==> config.mk <==
export PLATFORM = sky130hd
export DESIGN_NAME = pcsm_top
export DESIGN_NICKNAME = d
export VERILOG_FILES = /design/src/verilog/pcsm_pkg.sv /design/src/verilog/pcsm_top.sv
export SDC_FILE = /design/constraint.sdc
export NUM_CORES = 1
export LEC_CHECK = 0
export ABC_AREA = 0
export BUFFER_PORTS_ARGS = -buffer_cell sky130_fd_sc_hd__buf_4
export CAP_MARGIN = 20
export CORE_UTILIZATION = 33
export CTS_CLUSTER_DIAMETER = 60
export DETAILED_ROUTE_END_ITERATION = 10
export PLACE_DENSITY_LB_ADDON = 0.12
export SETUP_SLACK_MARGIN = 0.1
export SYNTH_ARGS = -nofsm -noshare
export SYNTH_HDL_FRONTEND = slang
export SYNTH_SLANG_ARGS = --single-unit
==> constraint.sdc <==
create_clock -name mclk_i -period 1.6 [get_ports mclk_i]
set_input_delay 0.08 -clock mclk_i [delete_from_list [all_inputs] [get_ports mclk_i]]
set_output_delay 0.08 -clock mclk_i [all_outputs]
set_load 0.01 [all_outputs]
==> src/verilog/pcsm_pkg.sv <==
// Package for the pin configuration and signal monitor block
package pcsm_pkg;

   // Register indices as printed; byte address is four times the index
   localparam logic [7:0] IDX_PIN_OUTPUT_ENABLE = 8'h44;
   localparam logic [7:0] IDX_PIN_OUTPUT_VALUE  = 8'h45;
   localparam logic [7:0] IDX_PIN_INPUT_LEVEL   = 8'h46;
   localparam logic [7:0] IDX_MONITOR_SELECT    = 8'h47;
   localparam logic [7:0] IDX_SILICON_REVISION  = 8'h7f;

   // Field positions
   localparam int BIT_SIGNAL_INPUT     = 7;
   localparam int BIT_CLOCK_OUTPUT     = 6;
   localparam int BIT_IFACE_SEL_ONE    = 5;
   localparam int BIT_IFACE_SEL_ZERO   = 4;
   localparam int BIT_FAST_PAD         = 7;
   localparam int NUM_PINS             = 8;
   localparam int NUM_SCAN_PINS        = 4;

   // Reset values and monitor select write mask
   localparam logic [7:0] RST_PIN_ENABLE  = 8'h00;
   localparam logic [7:0] RST_PIN_OUTPUT  = 8'h00;
   localparam logic [7:0] RST_MON_SELECT  = 8'h00;
   localparam logic [7:0] MON_SELECT_MASK = 8'h8f;

   // Monitor source codes
   typedef enum logic [3:0] {
      MON_HIZ_A      = 4'h0,
      MON_HIZ_B      = 4'h1,
      MON_LOW        = 4'h2,
      MON_HIGH       = 4'h3,
      MON_TX_ENV     = 4'h4,
      MON_TX_ACTIVE  = 4'h5,
      MON_SERIAL     = 4'h6,
      MON_RX_ENV     = 4'h7,
      MON_RX_ACTIVE  = 4'h8,
      MON_RX_BITS    = 4'h9
   } pcsm_mon_sel_t;

   // Bus slave phase
   typedef enum logic [0:0] {
      BUS_IDLE = 1'b0,
      BUS_DATA = 1'b1
   } pcsm_bus_state_t;

   // Internal monitor signals from the transceiver
   typedef struct packed {
      logic tx_envelope;
      logic tx_active;
      logic generic_serial_monitor_signal;
      logic rx_envelope;
      logic rx_active;
      logic rx_bits;
   } pcsm_monitor_t;

   // Whole state of the block
   typedef struct packed {
      pcsm_bus_state_t bus_state;
      logic            wr_pend;
      logic [7:0]      wr_idx;
      logic [31:0]     rdata;
      logic [7:0]      pin_output_enable;
      logic [7:0]      pin_output_value;
      logic [7:0]      pin_input_level;
      logic [7:0]      monitor_output_select;
      logic [7:0]      pin_oe;
      logic [7:0]      pin_out;
      logic            mon_out;
      logic            mon_oe;
      logic            fast_pad;
      logic            clk_out_run;
   } pcsm_state_t;

endpackage : pcsm_pkg

==> src/verilog/pcsm_top.sv <==
// Pin configuration, GPIO and signal monitor block with AHB-Lite registers
//
// Overview of operation
// - Enable bit 7 drives the signal-input pin as general I/O.
// - Enable bit 6 stops clock output and makes that pin general I/O.
// - Enable bits 5 and 4 drive interface-select pins one and zero.
// - Enable bits 3..0 drive scan pins unless boundary scan is strapped on.
// - Output register bits give driven level of each enabled pin.
// - Input register returns sampled level of all eight pins.
// - Monitor register bit 7 selects fast pad switching.
// - Selector 0h/1h float monitor pin, 2h drives low, 3h high.
// - Selector 4h, 5h, 6h show transmit envelope, active, serial monitor.
// - Selector 7h shows receive envelope, valid for 106 kBd type A.
// - Selector 8h shows receive active, 9h received bit stream.
// - Revision register reads version and subversion; writes ignored.
// - Pin-enable register sits at index 44h, fully read/write.
`timescale 1ns/1ps
`default_nettype none

module pcsm_top #(
   // Arbitrary neutral identity values
   parameter logic [3:0] SILICON_VERSION    = 4'h3,
   parameter logic [3:0] SILICON_SUBVERSION = 4'h5,
   parameter int         PIN_COUNT          = 8
) (
   // Clock and reset
   input  wire logic                  mclk_i,
   input  wire logic                  resetn_i,
   // AHB-Lite slave
   input  wire logic                  hsel_i,
   input  wire logic [31:0]           haddr_i,
   input  wire logic [1:0]            htrans_i,
   input  wire logic                  hwrite_i,
   input  wire logic [2:0]            hsize_i,
   input  wire logic [31:0]           hwdata_i,
   input  wire logic                  hready_i,
   output logic      [31:0]           hrdata_o,
   output logic                       hreadyout_o,
   output logic                       hresp_o,
   // Multiplexed pins: 7 sig-in, 6 clk-out, 5/4 iface sel, 3..0 scan
   input  wire logic [7:0]            pin_in_i,
   output logic      [7:0]            pin_out_o,
   output logic      [7:0]            pin_oe_o,
   input  wire logic                  boundary_scan_on_i,
   // Monitor sources and monitor pin
   input  wire pcsm_pkg::pcsm_monitor_t mon_src_i,
   output logic                       monitor_output_pin_o,
   output logic                       monitor_output_pin_oe_o,
   // Pad and clock-output control
   output logic                       fast_pad_switching_o,
   output logic                       clock_output_run_o
);

   // Register fields are byte wide, so only eight pins fit
   if (PIN_COUNT != pcsm_pkg::NUM_PINS) begin : g_bad_pin_count
      $error("pcsm_top: only eight pins are supported");
   end

   pcsm_pkg::pcsm_state_t st;
   pcsm_pkg::pcsm_state_t next_st;

   logic                  take;
   logic [7:0]            a_idx;
   logic [7:0]            rd_val;
   logic [7:0]            eff_en;
   logic                  mon_bit;
   logic                  mon_en;
   pcsm_pkg::pcsm_mon_sel_t sel;

   assign take  = hsel_i & hready_i & htrans_i[1];
   assign a_idx = haddr_i[9:2];
   assign sel   = pcsm_pkg::pcsm_mon_sel_t'(st.monitor_output_select[3:0]);

   // Read mux, combinational on the address phase
   always_comb begin
      rd_val = 8'h00;
      case (a_idx)
         pcsm_pkg::IDX_PIN_OUTPUT_ENABLE: rd_val = st.pin_output_enable;
         pcsm_pkg::IDX_PIN_OUTPUT_VALUE:  rd_val = st.pin_output_value;
         pcsm_pkg::IDX_PIN_INPUT_LEVEL:   rd_val = st.pin_input_level;
         pcsm_pkg::IDX_MONITOR_SELECT:    rd_val = st.monitor_output_select;
         pcsm_pkg::IDX_SILICON_REVISION:
            rd_val = {SILICON_VERSION, SILICON_SUBVERSION};
         default:                         rd_val = 8'h00;
      endcase
   end

   // Pin drive enables
   always_comb begin
      eff_en = st.pin_output_enable;
      if (boundary_scan_on_i)
         eff_en[pcsm_pkg::NUM_SCAN_PINS-1:0] = 4'h0;
   end

   // Monitor pin source
   always_comb begin
      mon_bit = 1'b0;
      mon_en  = 1'b1;
      case (sel)
         pcsm_pkg::MON_HIZ_A:     mon_en  = 1'b0;
         pcsm_pkg::MON_HIZ_B:     mon_en  = 1'b0;
         pcsm_pkg::MON_LOW:       mon_bit = 1'b0;
         pcsm_pkg::MON_HIGH:      mon_bit = 1'b1;
         pcsm_pkg::MON_TX_ENV:    mon_bit = mon_src_i.tx_envelope;
         pcsm_pkg::MON_TX_ACTIVE: mon_bit = mon_src_i.tx_active;
         pcsm_pkg::MON_SERIAL:
            mon_bit = mon_src_i.generic_serial_monitor_signal;
         pcsm_pkg::MON_RX_ENV:    mon_bit = mon_src_i.rx_envelope;
         pcsm_pkg::MON_RX_ACTIVE: mon_bit = mon_src_i.rx_active;
         pcsm_pkg::MON_RX_BITS:   mon_bit = mon_src_i.rx_bits;
         default:                 mon_en  = 1'b0;
      endcase
   end

   always_comb begin
      next_st = st;
      // Zero wait states: always ready, always OKAY
      next_st.bus_state = take ? pcsm_pkg::BUS_DATA : pcsm_pkg::BUS_IDLE;
      next_st.wr_pend   = take & hwrite_i;
      if (take) begin
         next_st.wr_idx = a_idx;
         next_st.rdata  = hwrite_i ? 32'h0000_0000 : {24'h00_0000, rd_val};
      end
      // Write lands in the data phase
      if (st.wr_pend) begin
         case (st.wr_idx)
            pcsm_pkg::IDX_PIN_OUTPUT_ENABLE:
               next_st.pin_output_enable = hwdata_i[7:0];
            pcsm_pkg::IDX_PIN_OUTPUT_VALUE:
               next_st.pin_output_value = hwdata_i[7:0];
            // fast pad bit kept, reserved bits dropped
            pcsm_pkg::IDX_MONITOR_SELECT:
               next_st.monitor_output_select =
                  hwdata_i[7:0] & pcsm_pkg::MON_SELECT_MASK;
            default: next_st.pin_input_level = next_st.pin_input_level;
         endcase
      end
      next_st.pin_input_level = pin_in_i;
      next_st.pin_oe  = eff_en;
      next_st.pin_out = st.pin_output_value;
      next_st.mon_out = mon_bit;
      next_st.mon_oe  = mon_en;
      next_st.fast_pad =
         st.monitor_output_select[pcsm_pkg::BIT_FAST_PAD];
      // clock output stops while pin is general I/O
      next_st.clk_out_run =
         ~st.pin_output_enable[pcsm_pkg::BIT_CLOCK_OUTPUT];
   end

   always_ff @(posedge mclk_i or negedge resetn_i) begin
      if (!resetn_i) begin
         st.bus_state             <= pcsm_pkg::BUS_IDLE;
         st.wr_pend               <= 1'b0;
         st.wr_idx                <= 8'h00;
         st.rdata                 <= 32'h0000_0000;
         st.pin_output_enable     <= pcsm_pkg::RST_PIN_ENABLE;
         st.pin_output_value      <= pcsm_pkg::RST_PIN_OUTPUT;
         st.pin_input_level       <= 8'h00;
         st.monitor_output_select <= pcsm_pkg::RST_MON_SELECT;
         st.pin_oe                <= 8'h00;
         st.pin_out               <= 8'h00;
         st.mon_out               <= 1'b0;
         st.mon_oe                <= 1'b0;
         st.fast_pad              <= 1'b0;
         st.clk_out_run           <= 1'b1;
      end else begin
         st <= next_st;
      end
   end

   assign hrdata_o                = st.rdata;
   assign hreadyout_o             = 1'b1;
   assign hresp_o                 = 1'b0;
   assign pin_out_o               = st.pin_out;
   assign pin_oe_o                = st.pin_oe;
   assign monitor_output_pin_o    = st.mon_out;
   assign monitor_output_pin_oe_o = st.mon_oe;
   assign fast_pad_switching_o    = st.fast_pad;
   assign clock_output_run_o      = st.clk_out_run;

endmodule : pcsm_top

`default_nettype wire
==> impl_metrics.toml, run 1 <==
[critical_path]
crit_fanout = 4
crit_required_ns = 1.82
cp-start-kind = "register"
cpPeakStageDelay_ns = 0.41
path_delay_family = "simple AND/OR/NAND/NOR gates"
arrival_ns = 2.08
cp_num_buf_inv = 1
cp_slowest_cell = "or3b_4"
endpoint_kind = "register"
crit_chain = "or3b_4 > nor4_4 > nor3b_4 > buf_4 > mux2_2"
worst-setup-path-type = "register to register"

[sta]
timing.fmax_ghz = 0.538
hold_viol_final = 0
setup_slack_ns = -0.257
clock_skew_ns = 0.00702
tightestPinTransition_ns = 0.528
hold_ws_ns = 0.0348
slew_headroom_pct = 64.8
grt_setup_unrepaired = "yes"
min_period_over_period_pct = 116
maxSlewViolCount = 0
tns_ns = -3.67
setup_viol_count_final = 21
period_minus_slack_ns = 1.86

[placed_design]
dp_hpwl_um = 4390
io_buffers = 64
place_congestion = 0.685
dp_slack_ns = -0.278
dpl_cell_area_um2 = 3400
dp.cells = 380

[floorplanning]
die_x_um = 96.3
die_h_um = 96.3
start_util_pct = 33.8
core_area_um2 = 8680
io_pins = 143
placementRows = 34
die-area_um2 = 9270

[clock_tree]
clock_tree.root_cell = "clkbuf_8"
htreeDepth = 3
cts_tree = "yes"
cts_buffers = 9
clkSinkCount = 66
cts_buffer_depth = 2
clkTransAtPathRegs_ns = 0.07
clk_latency_ns = 0.34

[global_routing]
grt_pass1_wl_um = 9780
grt_use_total_pct = 14.7
grt_max_degree = 41
antenna_found_initial = 0
grt_remaining_overflow = 0
first_global_vias = 1896

[detailed_routing]
via_per_inst = 4.48
drt_iter0_markers = 65
antenna_left = 0
first_pass_iters = 4
wire_per_inst_um = 14.7
vias = 1877
routed_wl_um = 6150
drc_errors = 0

[run_status]
outcome = "complete, but fails checks"
violations = "negative setup slack"

[synthesis]
synth_most_common_cell = "dfrtp_1"
ys.flop_type = "dfrtp_1"
ys_ff_latch = 66
synth_area_per_cell_um2 = 12.9
synth_cell_types = 34
syn_area_um2 = 2930
synthTopCellsByArea = "dfrtp_1 (55%), buf_4 (13%), mux2_2 (11%)"
synth_seq_area_share_pct = 56.4
synth_edf_count = 0
synth_top_cell_by_area = "dfrtp_1"
syn_inst = 227
synthArstFlopShare_pct = 100
yosysWarnings = 0
synth_top_area_share_pct = 55.5
synth_top_cells_by_count = "dfrtp_1 (65), buf_4 (50), mux2_2 (29)"

[power_and_ir_drop]
power.density_nw_per_um2 = 915
combPwrFrac_pct = 10.9
p_leak_nw = 1.82
peakVddDrop_mv = 0.552
p_switching_uw = 846
pwr-share-clk_pct = 37.6
p_total_mw = 3.52
netSwitchingFraction_pct = 24.0
p_int_mw = 2.68
seqPwrFrac_pct = 51.4

[cells_and_area]
final_nets = 395
syn_to_final_growth_pct = 31.4
post-route-util_pct = 44.4
final_cell_count_no_fill = 419
layout-drive-gt1-share_pct = 43.1
final_area_um2 = 3850
num_antenna_cells = 0

[min_path]
hp-class = "primary input to register"

[flow_run]
max-cap-violations = 0
power by group through the flow:
stage / Sequential [mW] / Combinational, mW / Clock, mW
after CTS: 1.81 / 0.385 / 1.37
after global routing: 1.82 / 0.431 / 1.44
after detailed placement: 1.84 / 0.342 / 0
final: 1.81 / 0.385 / 1.33
after global placement: 1.84 / 0.339 / 0
after floorplan: 1.83 / 0.225 / 0
final cells by class:
cell class	count	area, µm²
clock buffer	11	131
clock inverter	5	55.1
fill	833	4830
inverter	2	7.51
multi-input combinational	128	1040
sequential	66	1650
tap	108	135
timing repair buffer	99	835
flip-flops by register name, summed over array words and instances (netlist names):
signal	flops
st	21
next_st	9
hrdata_o	8
pin_oe_o	8
pin_out_o	8
eff_en	4
sel	4
clock_output_run_o	1
fast_pad_switching_o	1
monitor_output_pin_o	1
monitor_output_pin_oe_o	1
cell families after synthesis:
group / Yosys count / share of synthesized area (%)
other: 2 / 0.256
AO/OA/AOI/OAI: 25 / 6.10
AND/OR/NAND/NOR: 39 / 8.15
flip-flops: 66 / 56.4
buffers and inverters: 57 / 13.7
XOR/XNOR: 1 / 0.299
multiplexers: 37 / 15.1
routing by layer:
| layer | global-route usage, % | vias to the layer above | part of all wire, % | wire [µm] |
|---|---|---|---|---|
| li1 | - | 871 | - | - |
| met1 | 19.4 | 932 | 46 | 2810 |
| met2 | 23.2 | 63 | 49 | 2980 |
| met3 | 2.92 | 11 | 4.0 | 245 |
| met4 | 6.72 | 0 | 1.7 | 106 |
| met5 | 0 | - | 0 | 0 |
path summary, 6_finish.rpt:
check | startpoint | end | slack (ns) | cells after the start
max in group asynchronous | resetn_i | st[85]$_DFFE_PN0P_ | 0.80 | 3
min in group asynchronous | resetn_i | next_st[9]$_DFFE_PN0P_ | 0.27 | 2
setup reg to reg | st[87]$_DFFE_PN0P_ | eff_en[5]$_DFFE_PN0P_ | -0.26 | 5
hold reg to reg | next_st[8]$_DFFE_PN0P_ | pin_out_o[4]$_DFF_PN0_ | 0.40 | 0
hold / removal | haddr_i[6] | st[88]$_DFFE_PN0P_ | 0.03 | 2
setup / recovery | st[87]$_DFFE_PN0P_ | eff_en[5]$_DFFE_PN0P_ | -0.26 | 5
placed cells by master (no fill, tap or decap), types with 3 or more instances in the layout:
| cell type | synthesis | final |
|---|---|---|
| dlygate4sd3_1 | 0 | 22 |
| clkbuf_8 | 0 | 9 |
| o21ai_0 | 4 | 4 |
| nor3_1 | 4 | 4 |
| a32o_1 | 4 | 4 |
| mux2i_1 | 5 | 5 |
| nor2b_1 | 7 | 7 |
| a21oi_1 | 5 | 3 |
| buf_6 | 0 | 3 |
| mux2_2 | 29 | 24 |
| nor2_1 | 7 | 7 |
| a22oi_1 | 3 | 3 |
| dfrtp_1 | 65 | 65 |
| mux2_4 | 0 | 5 |
| mux4_2 | 3 | 3 |
| nand2_1 | 8 | 8 |
| buf_4 | 50 | 72 |
| conb_1 | 2 | 26 |
what timing repair did:
| action | CTS | global route |
|---|---|---|
| hold endpoints to repair | 75 | 0 |
| setup endpoints to repair | 21 | 23 |
| resized for setup | 3 | 5 |
| pin swaps | 0 | 6 |
| buffers inserted | 0 | 1 |
| hold buffers | 22 | 0 |
(Power assumes the default switching activity.)
==> run 2: changes to the inputs <==
--- a/config.mk
+++ b/config.mk
@@ -11,7 +11,10 @@
 export CORE_UTILIZATION = 33
 export CTS_CLUSTER_DIAMETER = 60
 export DETAILED_ROUTE_END_ITERATION = 10
+export GPL_ROUTABILITY_DRIVEN = 0
 export PLACE_DENSITY_LB_ADDON = 0.12
+export RECOVER_POWER = 25
+export REMOVE_ABC_BUFFERS = 1
 export SETUP_SLACK_MARGIN = 0.1
 export SYNTH_ARGS = -nofsm -noshare
 export SYNTH_HDL_FRONTEND = slang
==> impl_metrics.toml, run 2 (same netlist as run 1, synthesis figures left out) <==
[clock_tree]
clk_latency_ns = 0.34
htreeDepth = 3
cts_buffer_depth = 2
cts_tree = "yes"
clock_tree.root_cell = "clkbuf_8"
clkSinkCount = 66
cts_buffers = 9
clkTransAtPathRegs_ns = 0.07

[critical_path]
cp_slowest_cell = "or3b_4"
crit_chain = "or3b_4 > nor4_4 > nor3b_4 > buf_6 > mux2_2"
cp_num_buf_inv = 1
crit_cells = 5
cp-start-kind = "register"
cpPeakStageDelay_ns = 0.40
arrival_ns = 2.06
endpoint_kind = "register"
crit_required_ns = 1.83
path_delay_family = "simple AND/OR/NAND/NOR gates"
worst-setup-path-type = "register to register"
crit_fanout = 4
r2r_cells = 5

[power_and_ir_drop]
p_total_mw = 3.55
p_leak_nw = 1.83
power.density_nw_per_um2 = 922
peakVddDrop_mv = 0.425

[cells_and_area]
final_common_cell = "buf_4"
syn_to_final_growth_pct = 31.2
final_cell_mix = "buf_4 (66), dfrtp_1 (65), conb_1 (26)"
final_area_um2 = 3850
largest-register = "st"
largest_reg_flops = 21
multiInputGateArea_um2 = 1030
final_cell_count_no_fill = 421
seqCellArea_um2 = 1650
num_antenna_cells = 0
final_nets = 398
fillCellCount = 833
layout-drive-gt1-share_pct = 42.8

[placed_design]
io_buffers = 64
dpl_cell_area_um2 = 3330
dp.cells = 378
dp_hpwl_um = 4150

[global_routing]
first_global_vias = 1835
antenna_found_initial = 0
grt_use_total_pct = 14.5
grt_remaining_overflow = 0
grt_pass1_wl_um = 9500
grt_max_degree = 67

[sta]
hold_viol_final = 0
tightestPinTransition_ns = 0.891
setup_slack_ns = -0.233
period_minus_slack_ns = 1.83
hold_ws_ns = 0.0298
setup_viol_count_final = 21
clock_skew_ns = 0.00938
min_period_over_period_pct = 115
maxSlewViolCount = 0
grt_setup_unrepaired = "yes"
slew_headroom_pct = 40.6
timing.fmax_ghz = 0.546

[detailed_routing]
routed_wl_um = 6160
drc_errors = 0
antenna_left = 0
drt_iter0_markers = 67
via_per_inst = 4.44
wire_per_inst_um = 14.6
vias = 1870
first_pass_iters = 4

[floorplanning]
die_x_um = 96.3
core_area_um2 = 8680
io_pins = 143
start_util_pct = 33.8
placementRows = 34
die-area_um2 = 9270
die_h_um = 96.3

[run_status]
outcome = "complete, but fails checks"
violations = "negative setup slack"

[min_path]
holdPathStages = 2
hp-class = "primary input to register"

[flow_run]
max-cap-violations = 0
run 2: cell types whose count changed in the layout (fill, tap and decap cells not counted), sizes merged:
| cell | previous run | this run |
|---|---|---|
| clkinvlp | 2 | 0 |
| buf | 77 | 70 |
| clkbuf | 11 | 22 |
run 2: cell type report:
class / count / area share [%]
Sequential cell: 66 / 43.0
Tap cell: 108 / 3.51
Clock inverter: 3 / 1.04
Inverter: 2 / 0.195
Timing Repair Buffer: 102 / 21.7
Multi-Input combinational cell: 128 / 26.8
Clock buffer: 12 / 3.77
run 2: where the power goes:
group	internal [mW]	leakage [nW]	switching (mW)	total [mW]
combinational	0.205	0.886	0.171	0.377
sequential	1.75	0.845	0.0586	1.81
clock	0.750	0.0962	0.606	1.36
run 2: repair_timing:
item,4_1_cts,5_1_grt
endpoints found under the hold margin,100,1
hold buffers,21,1
setup buffers,3,3
setup endpoints to repair,23,25
gates resized for setup,19,2
run 2: worst reg2reg max path, stage by stage (launching register included):
cell     delay (ns)
dfrtp_1        0.37
or3b_4         0.40
nor4_4         0.18
nor3b_4        0.30
buf_6          0.15
mux2_2         0.32
run 2: path summary, 6_finish.rpt:
| check | startpoint | to | slack, ns |
|---|---|---|---|
| min reg2reg | next_st[9]$_DFFE_PN0P_ | pin_out_o[5]$_DFF_PN0_ | 0.40 |
| min in group asynchronous | resetn_i | pin_oe_o[6]$_DFF_PN0_ | 0.53 |
| max reg2reg | st[87]$_DFFE_PN0P_ | st[47]$_DFFE_PN0P_ | -0.23 |
| max in group asynchronous | resetn_i | next_st[4]$_DFFE_PN0P_ | 0.49 |
| max | st[87]$_DFFE_PN0P_ | st[47]$_DFFE_PN0P_ | -0.23 |
| min | haddr_i[6] | st[88]$_DFFE_PN0P_ | 0.03 |
run 2: stage by stage:
stage          setup TNS, ns  utilization (%)  worst slack [ns]
3_3_place_gp           -3.65             38.4            -0.248
4_1_cts                -4.69             44.0            -0.262
3_5_place_dp           -4.11             38.4            -0.271
6_report               -4.24             44.3            -0.233
2_1_floorplan          -2.03                -            -0.181
5_1_grt                -5.58             44.3            -0.296
run 2: metal layers:
layer  vias to the layer above  routed length [µm]  GRT usage, %
met4                         0                 106          6.34
met1                       915                3010          20.0
met3                        10                 295          4.42
li1                        884                   -             -
met2                        61                2750          20.9
met5                         -                   0             0
==> run 3: changes to the inputs <==
--- a/config.mk
+++ b/config.mk
@@ -5,7 +5,7 @@
 export SDC_FILE = /design/constraint.sdc
 export NUM_CORES = 1
 export LEC_CHECK = 0
-export ABC_AREA = 0
+export ABC_AREA = 1
 export BUFFER_PORTS_ARGS = -buffer_cell sky130_fd_sc_hd__buf_4
 export CAP_MARGIN = 20
 export CORE_UTILIZATION = 33
==> impl_metrics.toml, run 3 <==
[run_status]
outcome = "finished, final reports clean"

[placed_design]
io_buffers = 64
dpl_cell_area_um2 = 3500
dp_hpwl_um = 4930
dp_slack_ns = 0.163

[floorplanning]
start_util_pct = 33.8
io_pins = 143
die_x_um = 99.1
placementRows = 35
die_h_um = 99.1
die-area_um2 = 9820
core_area_um2 = 9200

[cells_and_area]
syn_to_final_growth_pct = 23.2
final_area_um2 = 3830
largest-register = "st"
post-route-util_pct = 41.7
final_common_cell = "nand2_1"
fillCellCount = 947
num_antenna_cells = 0
layout-drive-gt1-share_pct = 25.6
largest_reg_flops = 21
final_cell_mix = "nand2_1 (72), dfrtp_1 (65), buf_4 (64)"
final_nets = 500

[synthesis]
synth_cell_types = 24
ys.flop_type = "dfrtp_1"
synth_edf_count = 0
synthArstFlopShare_pct = 100
synth_top_cell_by_area = "dfrtp_1"
syn_inst = 344
synthTopCellsByArea = "dfrtp_1 (52%), buf_4 (12%), nand2_1 (8.8%)"
synth_area_per_cell_um2 = 9.04
synth_top_area_share_pct = 52.3
ys_ff_latch = 66
yosysWarnings = 0
syn_area_um2 = 3110
synth_top_cells_by_count = "nand2_1 (73), dfrtp_1 (65), buf_4 (51)"
synth_most_common_cell = "nand2_1"
synth_seq_area_share_pct = 53.1

[clock_tree]
htreeDepth = 3
clkTransAtPathRegs_ns = 0.07
clk_latency_ns = 0.34
clkSinkCount = 66
cts_tree = "yes"
clock_tree.root_cell = "clkbuf_8"
post-cts-setup-buffers = 0
cts_buffer_depth = 2
cts_buffers = 9

[detailed_routing]
wl_met3_um = 325
drc_errors = 0
wl_met1_um = 3010
wl_met2_um = 3320
antenna_left = 0
via_per_inst = 4.40
drt_iter0_markers = 117
routed_wl_um = 6770
top_layer_used = "met4"
vias = 2311
first_pass_iters = 4
wire_per_inst_um = 12.9

[power_and_ir_drop]
p_int_mw = 2.72
combPwrFrac_pct = 10.7
p_switching_uw = 866
p_leak_nw = 2.00
power.density_nw_per_um2 = 936
peakVddDrop_mv = 0.372
seqPwrFrac_pct = 51.0
netSwitchingFraction_pct = 24.1
pwr-share-clk_pct = 38.4

[sta]
slew_headroom_pct = 43.4
timing.fmax_ghz = 0.725
setup_viol_count_final = 0
period_minus_slack_ns = 1.38
tns_ns = 0
min_period_over_period_pct = 86.2
tightestPinTransition_ns = 0.850
setup_slack_ns = 0.221
hold_viol_final = 0
clock_skew_ns = 0.00673
maxSlewViolCount = 0
grt_setup_unrepaired = "no"

[min_path]
holdPathStages = 3
hp-class = "primary input to register"
hold_end = "next_st[8]$_DFFE_PN0P_"
hold_start = "hwdata_i[4]"

[flow_run]
max-cap-violations = 0

[critical_path]
r2r_start = "st[89]$_DFFE_PN0P_"
crit_required_ns = 1.83
r2r_cells = 5
r2r_setup_slack_ns = 0.22
cp-start-kind = "register"
crit_fanout = 16
arrival_ns = 1.61
worst-setup-path-type = "register to register"
reg2reg_to = "next_st[4]$_DFFE_PN0P_"
endpoint_kind = "register"

[global_routing]
first_global_vias = 2289
grt_remaining_overflow = 0
grt_pass1_wl_um = 11000
grt_max_degree = 34
antenna_found_initial = 0
grt_use_total_pct = 15.0
==> run 3: cell count changes in the layout (fill, tap and decap cells not counted), moves of 7 or more <==
cell / previous run / this run
dlygate4sd3_1: 22 / 14
nand3_1: 2 / 40
nor2_1: 7 / 25
o21ai_2: 0 / 8
mux2_4: 10 / 0
inv_1: 2 / 31
o21ai_1: 0 / 12
nor2b_1: 7 / 0
mux2_2: 19 / 0
nand2_1: 8 / 72
o21ai_0: 4 / 16
==> run 3: layout make-up <==
cell class,instances,area (µm²),share of cell area [%]
clock buffers,11,151,3.95
clock inverters,3,40.0,1.05
inverters,31,116,3.04
multi-input cells,214,1010,26.3
flip-flops and latches,66,1650,43.1
well taps,111,139,3.63
repair buffers,89,726,18.9
==> run 3: metrics by stage <==
stage | hold WS (ns) | cells | total power [mW]
6_report | 0.00600 | 525 | 3.59
3_5_place_dp | 0.0597 | 497 | 2.22
3_3_place_gp | 0.0559 | 497 | 2.22
5_1_grt | 0.0127 | 525 | 3.75
2_1_floorplan | -0.216 | 311 | 2.01
4_1_cts | 0.00138 | 525 | 3.64
==> run 3: routing by layer <==
| layer | GRT usage, % | vias to the layer above |
|---|---|---|
| li1 | - | 1152 |
| met1 | 18.5 | 1078 |
| met2 | 24.4 | 70 |
| met3 | 4.54 | 11 |
| met4 | 6.22 | 0 |
| met5 | 0 | - |
==> run 3: critical path, cell delays in order, from the launching register on <==
cell     delay, ns
dfrtp_1       0.41
nor4_4        0.39
nand3_2       0.09
buf_4         0.23
nand2_1       0.10
o21ai_2       0.05
==> run 3: cells by family (layout without fill, tap and decap cells) <==
group,Yosys count,count (layout),share of synthesized area [%]
and+or+nand+nor,148,148,21.5
buffers and inverters,88,134,17.5
DFF,66,66,53.1
AOI/OAI and AO/OA,40,40,7.64
other,2,26,0.241
==> run 3: power by group through the flow <==
stage	Sequential, mW	Combinational, mW	Clock (mW)
finish	1.83	0.383	1.38
global placement	1.86	0.360	0
floorplan	1.86	0.151	0
detailed placement	1.86	0.363	0
global route	1.84	0.431	1.48
CTS	1.83	0.392	1.42
==> run 3: how the worst max path moves through the flow <==
stage                  startpoint                       to  slack (ns)  depth (start not counted)
6_report       st[89]$_DFFE_PN0P_   next_st[4]$_DFFE_PN0P_        0.22                          5
5_1_grt        st[89]$_DFFE_PN0P_   next_st[5]$_DFFE_PN0P_        0.12                          5
4_1_cts        st[89]$_DFFE_PN0P_   next_st[1]$_DFFE_PN0P_        0.16                          4
3_5_place_dp   st[89]$_DFFE_PN0P_   next_st[1]$_DFFE_PN0P_        0.16                          4
3_3_place_gp   st[89]$_DFFE_PN0P_       sel[2]$_DFFE_PN0P_        0.21                          4
2_1_floorplan  st[89]$_DFFE_PN0P_  next_st[10]$_DFFE_PN0P_        0.23                          4
==> run 3: repair_timing <==
item	CTS	global route
gates resized for setup	0	1
endpoints found under the hold margin	45	0
setup endpoints to repair	0	4
hold buffers	14	0
